**src/design/pwp_pkg.sv**
```systemverilog
// ==========================================================
// Shared constants and carriers
package pwp_pkg;

  // Bus geometry
  localparam int PWP_DATA_W = 32;
  localparam int PWP_STRB_W = 4;
  localparam int PWP_ADDR_W = 8;

  // Register map: group bases and offsets inside a group
  localparam logic [7:0] PWP_GRP0_BASE = 8'h00;
  localparam logic [7:0] PWP_GRP1_BASE = 8'h10;
  localparam logic [7:0] PWP_CLR_OFS = 8'h00;
  localparam logic [7:0] PWP_SET_OFS = 8'h04;

  // Group zero bit positions
  localparam int PWP_BIT_POWER_MANAGER = 1;
  localparam int PWP_BIT_SYSTEM_CONTROLLER = 2;
  localparam int PWP_BIT_GENERIC_CLOCK_CTRL = 3;
  localparam int PWP_BIT_WATCHDOG_UNIT = 4;
  localparam int PWP_BIT_CALENDAR_COUNTER = 5;
  localparam int PWP_BIT_EXTERNAL_IRQ_CTRL = 6;

  // Group one bit positions (first bit of each run)
  localparam int PWP_BIT_EVENT_ROUTER = 1;
  localparam int PWP_BIT_SERIAL_UNIT_0 = 2;
  localparam int PWP_NUM_SERIAL_UNITS = 6;
  localparam int PWP_BIT_CONTROL_TIMER_0 = 8;
  localparam int PWP_NUM_CONTROL_TIMERS = 3;
  localparam int PWP_BIT_BASIC_TIMER_THREE = 11;
  localparam int PWP_NUM_BASIC_TIMERS = 5;
  localparam int PWP_BIT_CONVERTER = 16;
  localparam int PWP_BIT_ANALOG_COMPARATOR = 17;

  // Implemented bits and reset values per group
  localparam logic [31:0] PWP_GRP0_MASK = 32'h0000007E;
  localparam logic [31:0] PWP_GRP1_MASK = 32'h0003FFFE;
  localparam logic [31:0] PWP_GRP0_RESET = 32'h00000000;
  localparam logic [31:0] PWP_GRP1_RESET = 32'h00000002;

  // Bus responses
  localparam logic [1:0] PWP_RESP_OKAY = 2'h0;
  localparam logic [1:0] PWP_RESP_SLVERR = 2'h2;

  // Write data with byte lanes, as handed to a group
  typedef struct packed {
    logic [PWP_DATA_W-1:0] data;
    logic [PWP_STRB_W-1:0] strb;
  } pwp_wr_s;

endpackage

```
**src/design/pwp_gate.sv**
```systemverilog
`timescale 1ns/1ns
// ==========================================================
// Write gate in front of one group's peripherals
module pwp_gate
  import pwp_pkg::*;
#(
  parameter int WIDTH = PWP_DATA_W
) (
  input wire logic aclk,
  input wire logic aresetn,
  input wire logic [WIDTH-1:0] prot,
  input wire logic [WIDTH-1:0] wr_req,
  output logic [WIDTH-1:0] wr_grant_ff,
  output logic [WIDTH-1:0] wr_deny_ff
);

  // Gate covers at most one bus word of protection bits
  if (WIDTH < 1 || WIDTH > PWP_DATA_W) begin : g_bad_width
    $error("pwp_gate: WIDTH must lie between 1 and PWP_DATA_W");
  end

  // Whole state of the gate
  typedef struct packed {
    logic [WIDTH-1:0] grant;
    logic [WIDTH-1:0] deny;
  } pwp_gate_s;

  pwp_gate_s st_ff;
  pwp_gate_s nxt_st;

  // Protected peripherals lose their writes
  always_comb begin
    nxt_st.grant = wr_req & ~prot;
    nxt_st.deny = wr_req & prot;
  end

  // Registered outcome
  always_ff @(posedge aclk) begin
    if (!aresetn) begin
      st_ff <= '0;
    end else begin
      st_ff <= nxt_st;
    end
  end

  assign wr_grant_ff = st_ff.grant;
  assign wr_deny_ff = st_ff.deny;

endmodule

```
**src/design/pwp_group.sv**
```systemverilog
`timescale 1ns/1ns
// ==========================================================
// One protection group: clear and set views of one state
module pwp_group
  import pwp_pkg::*;
#(
  parameter logic [31:0] MASK = PWP_GRP0_MASK,
  parameter logic [31:0] RESET_VAL = PWP_GRP0_RESET
) (
  input wire logic aclk,
  input wire logic aresetn,
  input wire logic clr_stb,
  input wire logic set_stb,
  input wire pwp_wr_s wr,
  output logic [PWP_DATA_W-1:0] prot_ff
);

  // Reset value may only hold implemented bits
  if ((RESET_VAL & ~MASK) != '0) begin : g_bad_reset
    $error("pwp_group: RESET_VAL sets bits outside MASK");
  end

  // Whole state of the group
  typedef struct packed {
    logic [PWP_DATA_W-1:0] prot;
  } pwp_grp_s;

  pwp_grp_s st_ff;
  pwp_grp_s nxt_st;
  logic [PWP_DATA_W-1:0] lane_bits;

  // Next state from clear or set strobe
  always_comb begin
    nxt_st = st_ff;
    // Expand byte strobes to bit enables
    for (int i = 0; i < PWP_STRB_W; i++) begin
      lane_bits[i*8 +: 8] = wr.data[i*8 +: 8] & {8{wr.strb[i]}};
    end
    if (clr_stb) begin
      // Ones clear, zeros leave bits alone
      nxt_st.prot = st_ff.prot & ~(lane_bits & MASK);
    end else if (set_stb) begin
      // Ones set, zeros leave bits alone
      nxt_st.prot = st_ff.prot | (lane_bits & MASK);
    end
  end

  // State register with synchronous reset
  always_ff @(posedge aclk) begin
    if (!aresetn) begin
      st_ff.prot <= RESET_VAL & MASK;
    end else begin
      st_ff <= nxt_st;
    end
  end

  assign prot_ff = st_ff.prot;

endmodule

```
**src/design/pwp_top.sv**
```systemverilog
// Implementation choice: the AXI4-Lite slave port.
`timescale 1ns/1ns
// What this block does
// Written zero bits leave protection unchanged
// Clear register ones drop protection; reads state
// Group zero bits one to six mapped
// Group zero clear at 0x00, resets unprotected
// Group zero set at 0x04, same map
// Group one clear at 0x10, resets 0x2
// Group one bits 11-15 basic timers
// Group one bits 2-7 serial units
// Group one bits 8-10 control timers
// Group one bit 16 converter, 17 comparator
// Group one bit 1 event router
// Byte, halfword and word accesses all work
// Protected peripherals have their writes blocked
module pwp_top
  import pwp_pkg::*;
#(
  parameter int ADDR_W = PWP_ADDR_W
) (
  input wire logic aclk,
  input wire logic aresetn,
  // AXI4-Lite write address
  input wire logic [ADDR_W-1:0] s_axi_awaddr,
  input wire logic [2:0] s_axi_awprot,
  input wire logic s_axi_awvalid,
  output logic s_axi_awready,
  // AXI4-Lite write data
  input wire logic [PWP_DATA_W-1:0] s_axi_wdata,
  input wire logic [PWP_STRB_W-1:0] s_axi_wstrb,
  input wire logic s_axi_wvalid,
  output logic s_axi_wready,
  // AXI4-Lite write response
  output logic [1:0] s_axi_bresp,
  output logic s_axi_bvalid,
  input wire logic s_axi_bready,
  // AXI4-Lite read address
  input wire logic [ADDR_W-1:0] s_axi_araddr,
  input wire logic [2:0] s_axi_arprot,
  input wire logic s_axi_arvalid,
  output logic s_axi_arready,
  // AXI4-Lite read data
  output logic [PWP_DATA_W-1:0] s_axi_rdata,
  output logic [1:0] s_axi_rresp,
  output logic s_axi_rvalid,
  input wire logic s_axi_rready,
  // Peripheral write paths, group zero
  input wire logic [PWP_DATA_W-1:0] grp0_wr_req,
  output logic [PWP_DATA_W-1:0] grp0_wr_grant,
  output logic [PWP_DATA_W-1:0] grp0_wr_deny,
  output logic [PWP_DATA_W-1:0] grp0_prot,
  // Peripheral write paths, group one
  input wire logic [PWP_DATA_W-1:0] grp1_wr_req,
  output logic [PWP_DATA_W-1:0] grp1_wr_grant,
  output logic [PWP_DATA_W-1:0] grp1_wr_deny,
  output logic [PWP_DATA_W-1:0] grp1_prot
);

  // ==========================================================
  // Parameter check

  // Narrowest address that still reaches the highest register
  localparam int ADDR_W_MIN = $clog2(int'(PWP_GRP1_BASE + PWP_SET_OFS) + 1);

  // Decoder needs room for both group bases
  if (ADDR_W < ADDR_W_MIN || ADDR_W > PWP_ADDR_W) begin : g_bad_addr_w
    $error("pwp_top: ADDR_W must lie between 5 and 8");
  end

  // ==========================================================
  // Peripheral bit map check

  // Run length of a peripheral that owns one bit
  localparam int SINGLE = 1;

  // Mask of a run of adjacent protection bits
  function automatic logic [PWP_DATA_W-1:0] run_mask(input int first, input int count);
    logic [PWP_DATA_W-1:0] m;
    m = '0;
    // One bit per instance, ascending
    for (int i = 0; i < count; i++) begin
      m[first + i] = 1'b1;
    end
    return m;
  endfunction

  // Group zero: one bit per system controller
  localparam logic [PWP_DATA_W-1:0] GRP0_MAP =
    run_mask(PWP_BIT_POWER_MANAGER, SINGLE)
    | run_mask(PWP_BIT_SYSTEM_CONTROLLER, SINGLE)
    | run_mask(PWP_BIT_GENERIC_CLOCK_CTRL, SINGLE)
    | run_mask(PWP_BIT_WATCHDOG_UNIT, SINGLE)
    | run_mask(PWP_BIT_CALENDAR_COUNTER, SINGLE)
    | run_mask(PWP_BIT_EXTERNAL_IRQ_CTRL, SINGLE);

  // Group one: router, serial units, timers, analog
  localparam logic [PWP_DATA_W-1:0] GRP1_MAP =
    run_mask(PWP_BIT_EVENT_ROUTER, SINGLE)
    | run_mask(PWP_BIT_SERIAL_UNIT_0, PWP_NUM_SERIAL_UNITS)
    | run_mask(PWP_BIT_CONTROL_TIMER_0, PWP_NUM_CONTROL_TIMERS)
    | run_mask(PWP_BIT_BASIC_TIMER_THREE, PWP_NUM_BASIC_TIMERS)
    | run_mask(PWP_BIT_CONVERTER, SINGLE)
    | run_mask(PWP_BIT_ANALOG_COMPARATOR, SINGLE);

  // Number of peripherals that share group one
  localparam int GRP1_COUNT = SINGLE + PWP_NUM_SERIAL_UNITS + PWP_NUM_CONTROL_TIMERS
    + PWP_NUM_BASIC_TIMERS + SINGLE + SINGLE;

  // Masks handed to the groups must follow the map
  if (GRP0_MAP != PWP_GRP0_MASK) begin : g_bad_map0
    $error("pwp_top: group zero mask disagrees with the bit map");
  end
  if (GRP1_MAP != PWP_GRP1_MASK) begin : g_bad_map1
    $error("pwp_top: group one mask disagrees with the bit map");
  end

  // Overlapping runs would give one bit to two peripherals
  if ($countones(GRP1_MAP) != GRP1_COUNT) begin : g_overlap1
    $error("pwp_top: group one runs overlap");
  end

  // Group zero starts open, group one with the router locked
  if (PWP_GRP0_RESET != '0) begin : g_bad_rst0
    $error("pwp_top: group zero must reset unprotected");
  end
  if (PWP_GRP1_RESET != run_mask(PWP_BIT_EVENT_ROUTER, SINGLE)) begin : g_bad_rst1
    $error("pwp_top: group one must reset with only the router locked");
  end

  // ==========================================================
  // Bus slave state

  // All slave state in one record
  typedef struct packed {
    logic aw_held;                  // Write address captured
    logic [PWP_ADDR_W-1:0] awaddr;  // Captured write address
    logic w_held;                   // Write data captured
    pwp_wr_s wr;                    // Captured data and strobes
    logic awready;                  // Address channel ready
    logic wready;                   // Data channel ready
    logic bvalid;                   // Response pending
    logic [1:0] bresp;              // Response code
    logic arready;                  // Read address ready
    logic rvalid;                   // Read data pending
    logic [PWP_DATA_W-1:0] rdata;   // Read data
    logic [1:0] rresp;              // Read response code
  } pwp_axi_s;

  pwp_axi_s st_ff;
  pwp_axi_s nxt_st;

  // Strobes toward the two groups
  logic clr0_stb;
  logic set0_stb;
  logic clr1_stb;
  logic set1_stb;

  // Current protection of each group
  logic [PWP_DATA_W-1:0] prot0;
  logic [PWP_DATA_W-1:0] prot1;

  // Widened bus addresses
  logic [PWP_ADDR_W-1:0] aw_word;
  logic [PWP_ADDR_W-1:0] ar_word;

  // ==========================================================
  // Address alignment

  // Low address bits that only pick a byte lane
  localparam logic [PWP_ADDR_W-1:0] LANE_ADDR_MASK = PWP_ADDR_W'(PWP_STRB_W - 1);

  // Word address: byte lanes come from strobes
  always_comb begin
    aw_word = st_ff.awaddr & ~LANE_ADDR_MASK;
    ar_word = PWP_ADDR_W'(s_axi_araddr) & ~LANE_ADDR_MASK;
  end

  // ==========================================================
  // Slave next-state logic

  always_comb begin
    nxt_st = st_ff;
    clr0_stb = 1'b0;
    set0_stb = 1'b0;
    clr1_stb = 1'b0;
    set1_stb = 1'b0;

    // Accept write address
    if (s_axi_awvalid && st_ff.awready) begin
      nxt_st.aw_held = 1'b1;
      nxt_st.awaddr = PWP_ADDR_W'(s_axi_awaddr);
    end

    // Accept write data, in either order
    if (s_axi_wvalid && st_ff.wready) begin
      nxt_st.w_held = 1'b1;
      nxt_st.wr.data = s_axi_wdata;
      nxt_st.wr.strb = s_axi_wstrb;
    end

    // Both halves held: perform the write
    if (st_ff.aw_held && st_ff.w_held && !st_ff.bvalid) begin
      nxt_st.aw_held = 1'b0;
      nxt_st.w_held = 1'b0;
      nxt_st.bvalid = 1'b1;
      nxt_st.bresp = PWP_RESP_OKAY;
      if (aw_word == PWP_GRP0_BASE + PWP_CLR_OFS) begin
        clr0_stb = 1'b1;
      end else if (aw_word == PWP_GRP0_BASE + PWP_SET_OFS) begin
        set0_stb = 1'b1;
      end else if (aw_word == PWP_GRP1_BASE + PWP_CLR_OFS) begin
        clr1_stb = 1'b1;
      end else if (aw_word == PWP_GRP1_BASE + PWP_SET_OFS) begin
        set1_stb = 1'b1;
      end else begin
        // Unmapped address: nothing stored
        nxt_st.bresp = PWP_RESP_SLVERR;
      end
    end

    // Response taken by master
    if (st_ff.bvalid && s_axi_bready) begin
      nxt_st.bvalid = 1'b0;
    end

    // Ready only with a free slot
    nxt_st.awready = !nxt_st.aw_held && !nxt_st.bvalid;
    nxt_st.wready = !nxt_st.w_held && !nxt_st.bvalid;

    // Accept read address and fetch data
    if (s_axi_arvalid && st_ff.arready) begin
      nxt_st.rvalid = 1'b1;
      nxt_st.rresp = PWP_RESP_OKAY;
      // Both views of a group read the same state
      if (ar_word == PWP_GRP0_BASE + PWP_CLR_OFS) begin
        nxt_st.rdata = prot0;
      end else if (ar_word == PWP_GRP0_BASE + PWP_SET_OFS) begin
        nxt_st.rdata = prot0;
      end else if (ar_word == PWP_GRP1_BASE + PWP_CLR_OFS) begin
        nxt_st.rdata = prot1;
      end else if (ar_word == PWP_GRP1_BASE + PWP_SET_OFS) begin
        nxt_st.rdata = prot1;
      end else begin
        // Unmapped address reads zero with error
        nxt_st.rdata = '0;
        nxt_st.rresp = PWP_RESP_SLVERR;
      end
    end

    // Read data taken by master
    if (st_ff.rvalid && s_axi_rready) begin
      nxt_st.rvalid = 1'b0;
    end

    // One read in flight at a time
    nxt_st.arready = !nxt_st.rvalid;
  end

  // ==========================================================
  // Slave state register

  always_ff @(posedge aclk) begin
    if (!aresetn) begin
      st_ff <= '0;
      st_ff.awready <= 1'b1;
      st_ff.wready <= 1'b1;
      st_ff.arready <= 1'b1;
    end else begin
      st_ff <= nxt_st;
    end
  end

  // Bus outputs straight from the state register
  assign s_axi_awready = st_ff.awready;
  assign s_axi_wready = st_ff.wready;
  assign s_axi_bvalid = st_ff.bvalid;
  assign s_axi_bresp = st_ff.bresp;
  assign s_axi_arready = st_ff.arready;
  assign s_axi_rvalid = st_ff.rvalid;
  assign s_axi_rdata = st_ff.rdata;
  assign s_axi_rresp = st_ff.rresp;

  // ==========================================================
  // Protection groups

  // Group zero: system controllers, starts unprotected
  pwp_group #(
    .MASK(PWP_GRP0_MASK),
    .RESET_VAL(PWP_GRP0_RESET)
  ) u_group_zero (
    .aclk(aclk),
    .aresetn(aresetn),
    .clr_stb(clr0_stb),
    .set_stb(set0_stb),
    .wr(st_ff.wr),
    .prot_ff(prot0)
  );

  // Group one: event router, serial, timers, analog
  pwp_group #(
    .MASK(PWP_GRP1_MASK),
    .RESET_VAL(PWP_GRP1_RESET)
  ) u_group_one (
    .aclk(aclk),
    .aresetn(aresetn),
    .clr_stb(clr1_stb),
    .set_stb(set1_stb),
    .wr(st_ff.wr),
    .prot_ff(prot1)
  );

  assign grp0_prot = prot0;
  assign grp1_prot = prot1;

  // ==========================================================
  // Peripheral write gates

  // Group zero peripherals
  pwp_gate #(
    .WIDTH(PWP_DATA_W)
  ) u_gate_zero (
    .aclk(aclk),
    .aresetn(aresetn),
    .prot(prot0),
    .wr_req(grp0_wr_req),
    .wr_grant_ff(grp0_wr_grant),
    .wr_deny_ff(grp0_wr_deny)
  );

  // Group one peripherals
  pwp_gate #(
    .WIDTH(PWP_DATA_W)
  ) u_gate_one (
    .aclk(aclk),
    .aresetn(aresetn),
    .prot(prot1),
    .wr_req(grp1_wr_req),
    .wr_grant_ff(grp1_wr_grant),
    .wr_deny_ff(grp1_wr_deny)
  );

endmodule

```
**config.mk**
```make
export PLATFORM = sky130hd
export DESIGN_NAME = pwp_top
export DESIGN_NICKNAME = d
export VERILOG_FILES = /design/src/design/pwp_pkg.sv /design/src/design/pwp_gate.sv /design/src/design/pwp_group.sv /design/src/design/pwp_top.sv
export SDC_FILE = /design/constraint.sdc
export NUM_CORES = 1
export LEC_CHECK = 0
export BUFFER_PORTS_ARGS = -buffer_cell sky130_fd_sc_hd__buf_4
export CAP_MARGIN = 0
export CELL_PAD_IN_SITES_DETAIL_PLACEMENT = 1
export CELL_PAD_IN_SITES_GLOBAL_PLACEMENT = 1
export CORE_MARGIN = 4
export CORE_UTILIZATION = 35
export CTS_BUF_LIST = sky130_fd_sc_hd__clkbuf_8
export DETAILED_ROUTE_END_ITERATION = 10
export PLACE_DENSITY_LB_ADDON = 0.1
export SYNTH_ARGS = -nofsm -noshare
export SYNTH_HDL_FRONTEND = slang
export SYNTH_SLANG_ARGS = --single-unit
```
**constraint.sdc**
```tcl
create_clock -name aclk -period 2.42 [get_ports aclk]
set_clock_uncertainty 0.05 [all_clocks]
set_input_delay 0.242 -clock aclk [delete_from_list [all_inputs] [get_ports aclk]]
set_output_delay 0.242 -clock aclk [all_outputs]
set_load 0.05 [all_outputs]
```
==> reports/qor.txt, run 1 <==
outcome -> finished clean
TNS Setup -> 0 ns
Seq cells post-synth -> 162
Leakage -> 4.200 nW
Final min period -> 1.836 ns
nets -> 1072
DP HPWL -> 13820 um
data required time at the worst endpoint -> 2.67 ns
Vias/cell -> 4.422
number of synthesized flops with an enable pin -> 0
core area -> 0.01790 mm^2
crit path DAT -> 2.08 ns
GPL Wtd Cong -> 0.7557
mean routed wirelength per cell -> 16.74 um
Clk pin slew, worst setup/hold paths -> 0.08 ns
asr flop ratio synth -> 0
final wirelength -> 19830 um
post-CTS setup buffer count -> 0
DRT iter0 DRCs -> 193
I/O pin cnt -> 362
via count -> 5240
clock root buffer -> clkbuf_8
Slew @ Worst Pin -> 0.8289 ns
Final Hold Viols -> 0
hold crit path type -> in2reg
type of the worst setup path -> reg2reg
RSZ-0062 raised after global routing -> no
Design Power -> 6.187 mW
Pwr Density -> 682.2 mW/mm^2
YS warnings -> 0
Worst slew margin -> 0.4461
Vert. Die Dim -> 142.8 um
ANT nets after route -> 0
post_cts resized -> 0
Num CTS Buffers -> 17
first-pass GRT wire length -> 30440 um
Synth cell types -> 32
Die Width -> 142.8 um
Final Setup Violations -> 0
commonest register cell after synthesis -> dfxtp_1
clk_lat worst skew -> 0.45 ns
Avg Inst Size Synth -> 9.674 um^2
Crit. End Element -> flop
CTS Sinks -> 162
PortBufs -> 235
number of remaining DRC errors -> 0
register area share after synthesis -> 0.5102
Peak VDD IR -> 0.2974 mV
Layout area overhead -> 42.70%
initial antenna violation count -> 1
Die ar. -> 0.02038 mm^2
GRT overflow -> 0
Pre-antenna DRT Iters -> 4
largest net degree at the start of global routing -> 65
CTS tree -> built
Max Clock Freq -> 544.8 MHz
global-route usage over all layers -> 0.1893
Netlist Area Pre-Place -> 0.006356 mm^2
initial core utilization -> 0.3550
vias in the first global route -> 5555
cells after synthesis -> 657
Critical Path Start Type -> flop
antenna cells -> 0
layout cell share with drive strength beyond 1 -> 0.2908
htree depth -> 4
Clock Path Buffers -> 2
CP Max Fanout -> 40
max_cap viols -> 0
row count -> 49
Pins Over Slew Limit -> 0
crit share post-route -> 0.7585
-- Yosys cell counts, types with 5 or more instances --
| cell | n | area (um^2) |
|---|---|---|
| a21boi_1 | 32 | 240.2 |
| a32oi_1 | 11 | 96.34 |
| and2_1 | 44 | 275.3 |
| and3_1 | 24 | 150.1 |
| buf_4 | 118 | 885.9 |
| buf_6 | 5 | 56.30 |
| clkbuf_1 | 34 | 127.6 |
| dfxtp_1 | 162 | 3243 |
| mux2_1 | 6 | 67.56 |
| mux2i_1 | 8 | 80.08 |
| nand2_1 | 105 | 394.1 |
| nand3_1 | 12 | 60.06 |
| nor2_1 | 28 | 105.1 |
| nor2b_1 | 14 | 87.58 |
| nor4_2 | 6 | 75.07 |
| o311ai_1 | 16 | 140.1 |
| o41ai_1 | 16 | 140.1 |
-- cell usage in the layout (no fill, tap or decap), drive strengths merged, types with 3 or more instances in the layout --
cell         synthesis  layout
nor2b               14      14
a32oi               11      11
clkinv               0       6
a21boi              32      32
nand2              105     105
mux2                 6       6
nor4                 7       7
buf                126     239
mux2i                8       8
clkbuf              34      19
nand3               12      12
and2                44      44
conb                 1      99
o311ai              16      16
dlygate4sd3          0      90
bufinv               0       4
inv                  0       3
nor2                28      28
o41ai               16      16
dfxtp              162     162
and3                24      24
-- critical path: stages (launching register included) --
cell      delay, ns
dfxtp_1        0.32
or4_4          0.77
o311ai_1       0.39
o41ai_1        0.14
-- per-layer routing --
layer | GRT usage | vias to the layer above | wire, um
met5 | 0 | - | 13
met4 | 0.05903 | 2 | 367
met3 | 0.04923 | 27 | 1327
met2 | 0.3353 | 205 | 10170
met1 | 0.2242 | 2448 | 7950
li1 | - | 2558 | -
-- logic make-up (layout without fill, tap and decap cells) --
group	count (synthesis)	after routing	share of synthesized area
flip-flops	162	162	0.5102
AO/OA/AOI/OAI	80	80	0.1033
AND/OR/NAND/NOR	240	240	0.1923
other	1	99	0.0005900
buffers and inverters	160	361	0.1703
multiplexers	14	14	0.02323
-- path summary, 6_finish.rpt --
path,start,endpoint,slack [ns],cells past startpoint
worst max-delay path,aw_word[3],flop,0.58,3
worst min-delay path,s_axi_wdata[14],st_ff[59],0.03,3
worst max register to register,aw_word[3],flop,0.58,3
worst min register to register,s_axi_rdata[4],s_axi_rdata[4],0.41,2
-- metrics by stage --
stage          area [um^2]  utilization  instances  hold WS (ns)  setup slack [ns]
2_1_floorplan         6724            -        755        0.3058            0.8015
3_3_place_gp          7722       0.4314       1063        0.3945            0.6234
3_5_place_dp          7722       0.4314       1063        0.4000            0.4864
4_1_cts               9070       0.5066       1185      0.002824            0.5613
5_1_grt               9070       0.5066       1185       0.01882            0.4739
6_report              9070       0.5066       1185       0.02776            0.5844
-- area by class of cell --
class	count	area, um^2
Clock buffer	19	261.5
Clock inverter	13	185.2
Fill cell	2069	8832
Multi-Input combinational cell	433	2399
Sequential cell	162	3243
Tap cell	229	286.5
Timing Repair Buffer	329	2695
-- what timing repair did --
item                       CTS  global route
setup endpoints to repair    0             0
hold endpoints to repair   113             0
hold buffers                90             0
-- report_power, final --
part	total [mW]	leakage [nW]	internal [mW]	switching (mW)
sequential	2.81	1.33	2.76	0.0535
clock	2.18	0.233	1.18	0.996
combinational	1.19	2.64	0.357	0.838
(Power assumes the default switching activity.)
==> run 2: changes to the inputs <==
--- a/config.mk
+++ b/config.mk
@@ -5,12 +5,13 @@
 export SDC_FILE = /design/constraint.sdc
 export NUM_CORES = 1
 export LEC_CHECK = 0
+export ABC_AREA = 1
 export BUFFER_PORTS_ARGS = -buffer_cell sky130_fd_sc_hd__buf_4
 export CAP_MARGIN = 0
 export CELL_PAD_IN_SITES_DETAIL_PLACEMENT = 1
 export CELL_PAD_IN_SITES_GLOBAL_PLACEMENT = 1
 export CORE_MARGIN = 4
-export CORE_UTILIZATION = 35
+export CORE_UTILIZATION = 28
 export CTS_BUF_LIST = sky130_fd_sc_hd__clkbuf_8
 export DETAILED_ROUTE_END_ITERATION = 10
 export PLACE_DENSITY_LB_ADDON = 0.1
==> constraint.sdc (replaced) <==
create_clock -name aclk -period 1.6 [get_ports aclk]
set_clock_uncertainty 0.05 [all_clocks]
set_input_delay 0.16 -clock aclk [delete_from_list [all_inputs] [get_ports aclk]]
set_output_delay 0.16 -clock aclk [all_outputs]
set_load 0.05 [all_outputs]
==> run 2 against run 1 <==
  * Register-to-register slack lost 0.39 ns
  * Sequential power grew 54%
  * Wire length grew 3.2%
  * Critical path type is now in2reg
  * Flip-flop and latch count is the same
  * Worst hold slack lost 0.020 ns
  * Synthesized area grew 3.2%
  * Combinational power grew 71%
  * Power grew 52%
  * Cell count grew 24%
  * Die area grew 27%
  * Utilization shrank 8.8 points
==> reports/qor.txt, run 2 <==
largest net degree at the start of global routing -> 41 (was 65)
Final Hold Viols -> 0 (unchanged)
Placed Area -> 0.008208 mm^2 (was 0.007722 mm^2)
global-route usage over all layers -> 0.1545 (was 0.1893)
Crit. End Element -> flop (unchanged)
biggest area consumer among synthesized cells -> dfxtp_1 (unchanged)
max_cap viols -> 0 (unchanged)
Worst slew margin -> 0.6304 (was 0.4461)
reg2reg start -> s_axi_bvalid (was aw_word[3])
power share of the sequential group -> 0.461 (was 0.455)
Design Power -> 9.385 mW (was 6.187 mW)
Die ar. -> 0.02594 mm^2 (was 0.02038 mm^2)
P_int -> 6.145 mW (was 4.300 mW)
Vias/cell -> 3.941 (was 4.422)
NetSw -> 3.240 mW (was 1.887 mW)
I/O pin cnt -> 362 (unchanged)
count leader, synth -> dfxtp_1 (unchanged)
multi-input logic area -> 0.002147 mm^2 (was 0.002399 mm^2)
met1 usage -> 0.2015 (was 0.2242)
final worst slack -> 0.1407 ns (was 0.5844 ns)
cells after synthesis -> 831 (was 657)
crit path DAT -> 1.81 ns (was 2.08 ns)
GPL Wtd Cong -> 0.7059 (was 0.7557)
RSZ-0062 raised after global routing -> no (unchanged)
commonest register cell after synthesis -> dfxtp_1 (unchanged)
clk_lat worst skew -> 0.45 ns (about the same)
outcome -> finished clean (unchanged)
register area share after synthesis -> 0.4945 (was 0.5102)
number of remaining DRC errors -> 0 (unchanged)
Netlist Area Pre-Place -> 0.006559 mm^2 (was 0.006356 mm^2)
Register Area -> 0.003244 mm^2 (was 0.003243 mm^2)
Critical Path Start Type -> primary input (was flop)
Avg Inst Size Synth -> 7.893 um^2 (was 9.674 um^2)
YS warnings -> 0 (unchanged)
R2R Setup Slk -> 0.19 ns (was 0.58 ns)
CTS Sinks -> 162 (unchanged)
Die Width -> 161.1 um (was 142.8 um)
Final Setup Violations -> 0 (unchanged)
CP Max Fanout -> 17 (was 40)
DRT iter0 DRCs -> 172 (was 193)
Sw Ratio -> 0.3452 (was 0.3050)
clock share of power -> 0.322 (was 0.352)
Worst Hold Depth -> 3 (unchanged)
Max Clock Freq -> 685.2 MHz
DP HPWL -> 14910 um (was 13820 um)
area fraction of the dominant cell type after synthesis -> 0.4945 (was 0.5102)
Top Usage Layer GRT -> met2 (unchanged)
Clock Path Buffers -> 2 (unchanged)
most frequent cells in the layout -> buf_4, dfxtp_1, nand2_1, inv_1, conb_1 (was buf_4, dfxtp_1, nand2_1, conb_1, dlygate4sd3_1)
Clk pin slew, worst setup/hold paths -> 0.10 ns (was 0.08 ns)
layout cell share with drive strength beyond 1 -> 0.2585 (was 0.2908)
Worst Hold Path EP -> aw_word[2] (was st_ff[59])
TNS Setup -> 0 ns (unchanged)
Seq cells post-synth -> 162 (unchanged)
htree depth -> 4 (unchanged)
Pins Over Slew Limit -> 0 (unchanged)
Pre-antenna DRT Iters -> 4 (unchanged)
first-pass GRT wire length -> 32490 um (was 30440 um)
vias in the first global route -> 6171 (was 5555)
Vert. Die Dim -> 161.1 um (was 142.8 um)
filler cell count -> 2832 (was 2069)
pre-CTS worst setup slack -> 0.2104 ns (was 0.4864 ns)
asr flop ratio synth -> 0 (unchanged)
Pwr Density -> 981.9 mW/mm^2 (was 682.2 mW/mm^2)
hold crit path type -> in2reg (unchanged)
clock root buffer -> clkbuf_8 (unchanged)
core area -> 0.02285 mm^2 (was 0.01790 mm^2)
Layout area overhead -> 45.73% (was 42.70%)
Leakage -> 4.984 nW (was 4.200 nW)
initial core utilization -> 0.2871 (was 0.3550)
most common cell after layout, fill and taps aside -> buf_4 (unchanged)
Final Instance Area -> 0.009558 mm^2 (was 0.009070 mm^2)
Hold Startpoint -> s_axi_awaddr[2] (was s_axi_wdata[14])
final wirelength -> 20460 um (was 19830 um)
met2 Resource Use GR -> 0.2533 (was 0.3353)
worst r2r path cells -> 7 (was 3)
mean routed wirelength per cell -> 13.93 um (was 16.74 um)
PortBufs -> 235 (unchanged)
GRT overflow -> 0 (unchanged)
crit share post-route -> 0.9121
Peak VDD IR -> 0.4115 mV (was 0.2974 mV)
via count -> 5786 (was 5240)
GR met3 Demand/Resource -> 0.04210 (was 0.04923)
nets -> 1269 (was 1072)
CTS tree -> built (unchanged)
Final min period -> 1.459 ns
row count -> 55 (was 49)
Slew @ Worst Pin -> 0.5536 ns (was 0.8289 ns)
type of the worst setup path -> in2reg (was reg2reg)
Logic pwr share -> 0.217 (was 0.193)
data required time at the worst endpoint -> 1.96 ns (was 2.67 ns)
number of synthesized flops with an enable pin -> 0 (unchanged)
Synth cell types -> 25 (was 32)
hold_ws -> 0.007916 ns (was 0.02776 ns)
ANT nets after route -> 0 (unchanged)
ranking of synthesized cells by area -> dfxtp_1, buf_4, nand2_1, inv_1, nor2_1 (was dfxtp_1, buf_4, nand2_1, and2_1, a21boi_1)
initial antenna violation count -> 2 (was 1)
synth cell count leaders -> dfxtp_1, nand2_1, inv_1, buf_4, nor2_1 (was dfxtp_1, buf_4, nand2_1, and2_1, clkbuf_1)
Num CTS Buffers -> 17 (unchanged)
run 2: changes by cell type in the layout (fill, tap and decap cells not counted), moves of 24 or more:
cell,previous run,this run
inv_1,2,123
nor2_1,28,89
and2_1,44,0
nor3_1,0,46
nand2_1,105,135
nand4_1,0,31
o21ai_0,0,31
a21boi_1,32,0
and3_1,24,0
run 2: worst max-delay path, stage by stage:
cell and delay, ns:
dlygate4sd3_1 0.54, buf_4 0.13, nor2_1 0.14, nand2_1 0.14
nor2_4 0.36, nand2_1 0.11, nand3_1 0.12, nand2_1 0.07
inv_1 0.05
run 2: worst max path at each step:
stage	from	to	slack, ns	cells after the start
3_5_place_dp	s_axi_araddr[3]	s_axi_rdata[1]	0.21	8
5_1_grt	s_axi_araddr[5]	s_axi_rdata[12]	0.004	7
4_1_cts	flop	grp1_prot[1]	0.16	1
3_3_place_gp	s_axi_bvalid	flop	0.23	7
6_report	s_axi_araddr[6]	s_axi_rdata[1]	0.14	9
2_1_floorplan	s_axi_arready	s_axi_rdata[3]	0.07	6
run 2: metrics by stage:
stage,util,cells
finish,0.4183,1468
global route,0.4183,1468
CTS,0.4181,1466
detailed placement,0.3593,1339
global placement,0.3593,1339
floorplan,-,929
run 2: area by class of cell:
cell class | count | area share
inverter | 126 | 0.04948
sequential | 162 | 0.3394
multi-input combinational | 488 | 0.2246
clock buffer | 17 | 0.02448
timing repair buffer | 345 | 0.3037
clock inverter | 15 | 0.01676
tap | 313 | 0.04097
antenna | 2 | 0.0005236
run 2: per-layer routing:
layer	vias to the layer above	wire, um	share of wire
met1	2612	9566	0.47
met3	16	1248	0.061
li1	2951	-	-
met4	0	245	0.012
met2	207	9396	0.46
met5	-	0	0
run 2: power groups by stage:
stage	combinational, mW	sequential (mW)	clock [mW]
finish	2.04	4.32	3.03
global route	2.18	4.35	3.33
CTS	2.05	4.33	3.19
detailed placement	1.85	4.42	0
global placement	1.84	4.41	0
floorplan	1.18	4.74	0
run 2: cell families (layout without fill, tap and decap cells):
group	after synthesis	in the layout	share of synthesized area
compound gates	49	49	0.03758
buf+inv	279	503	0.2343
flops	162	162	0.4945
other cells	1	101	0.0005718
simple gates	340	340	0.2331
run 2: what timing repair did:
action                                 CTS  global route
endpoints found under the hold margin  116             0
hold buffers                            95             0
buffers inserted                         0             0
gates resized for setup                  0             0
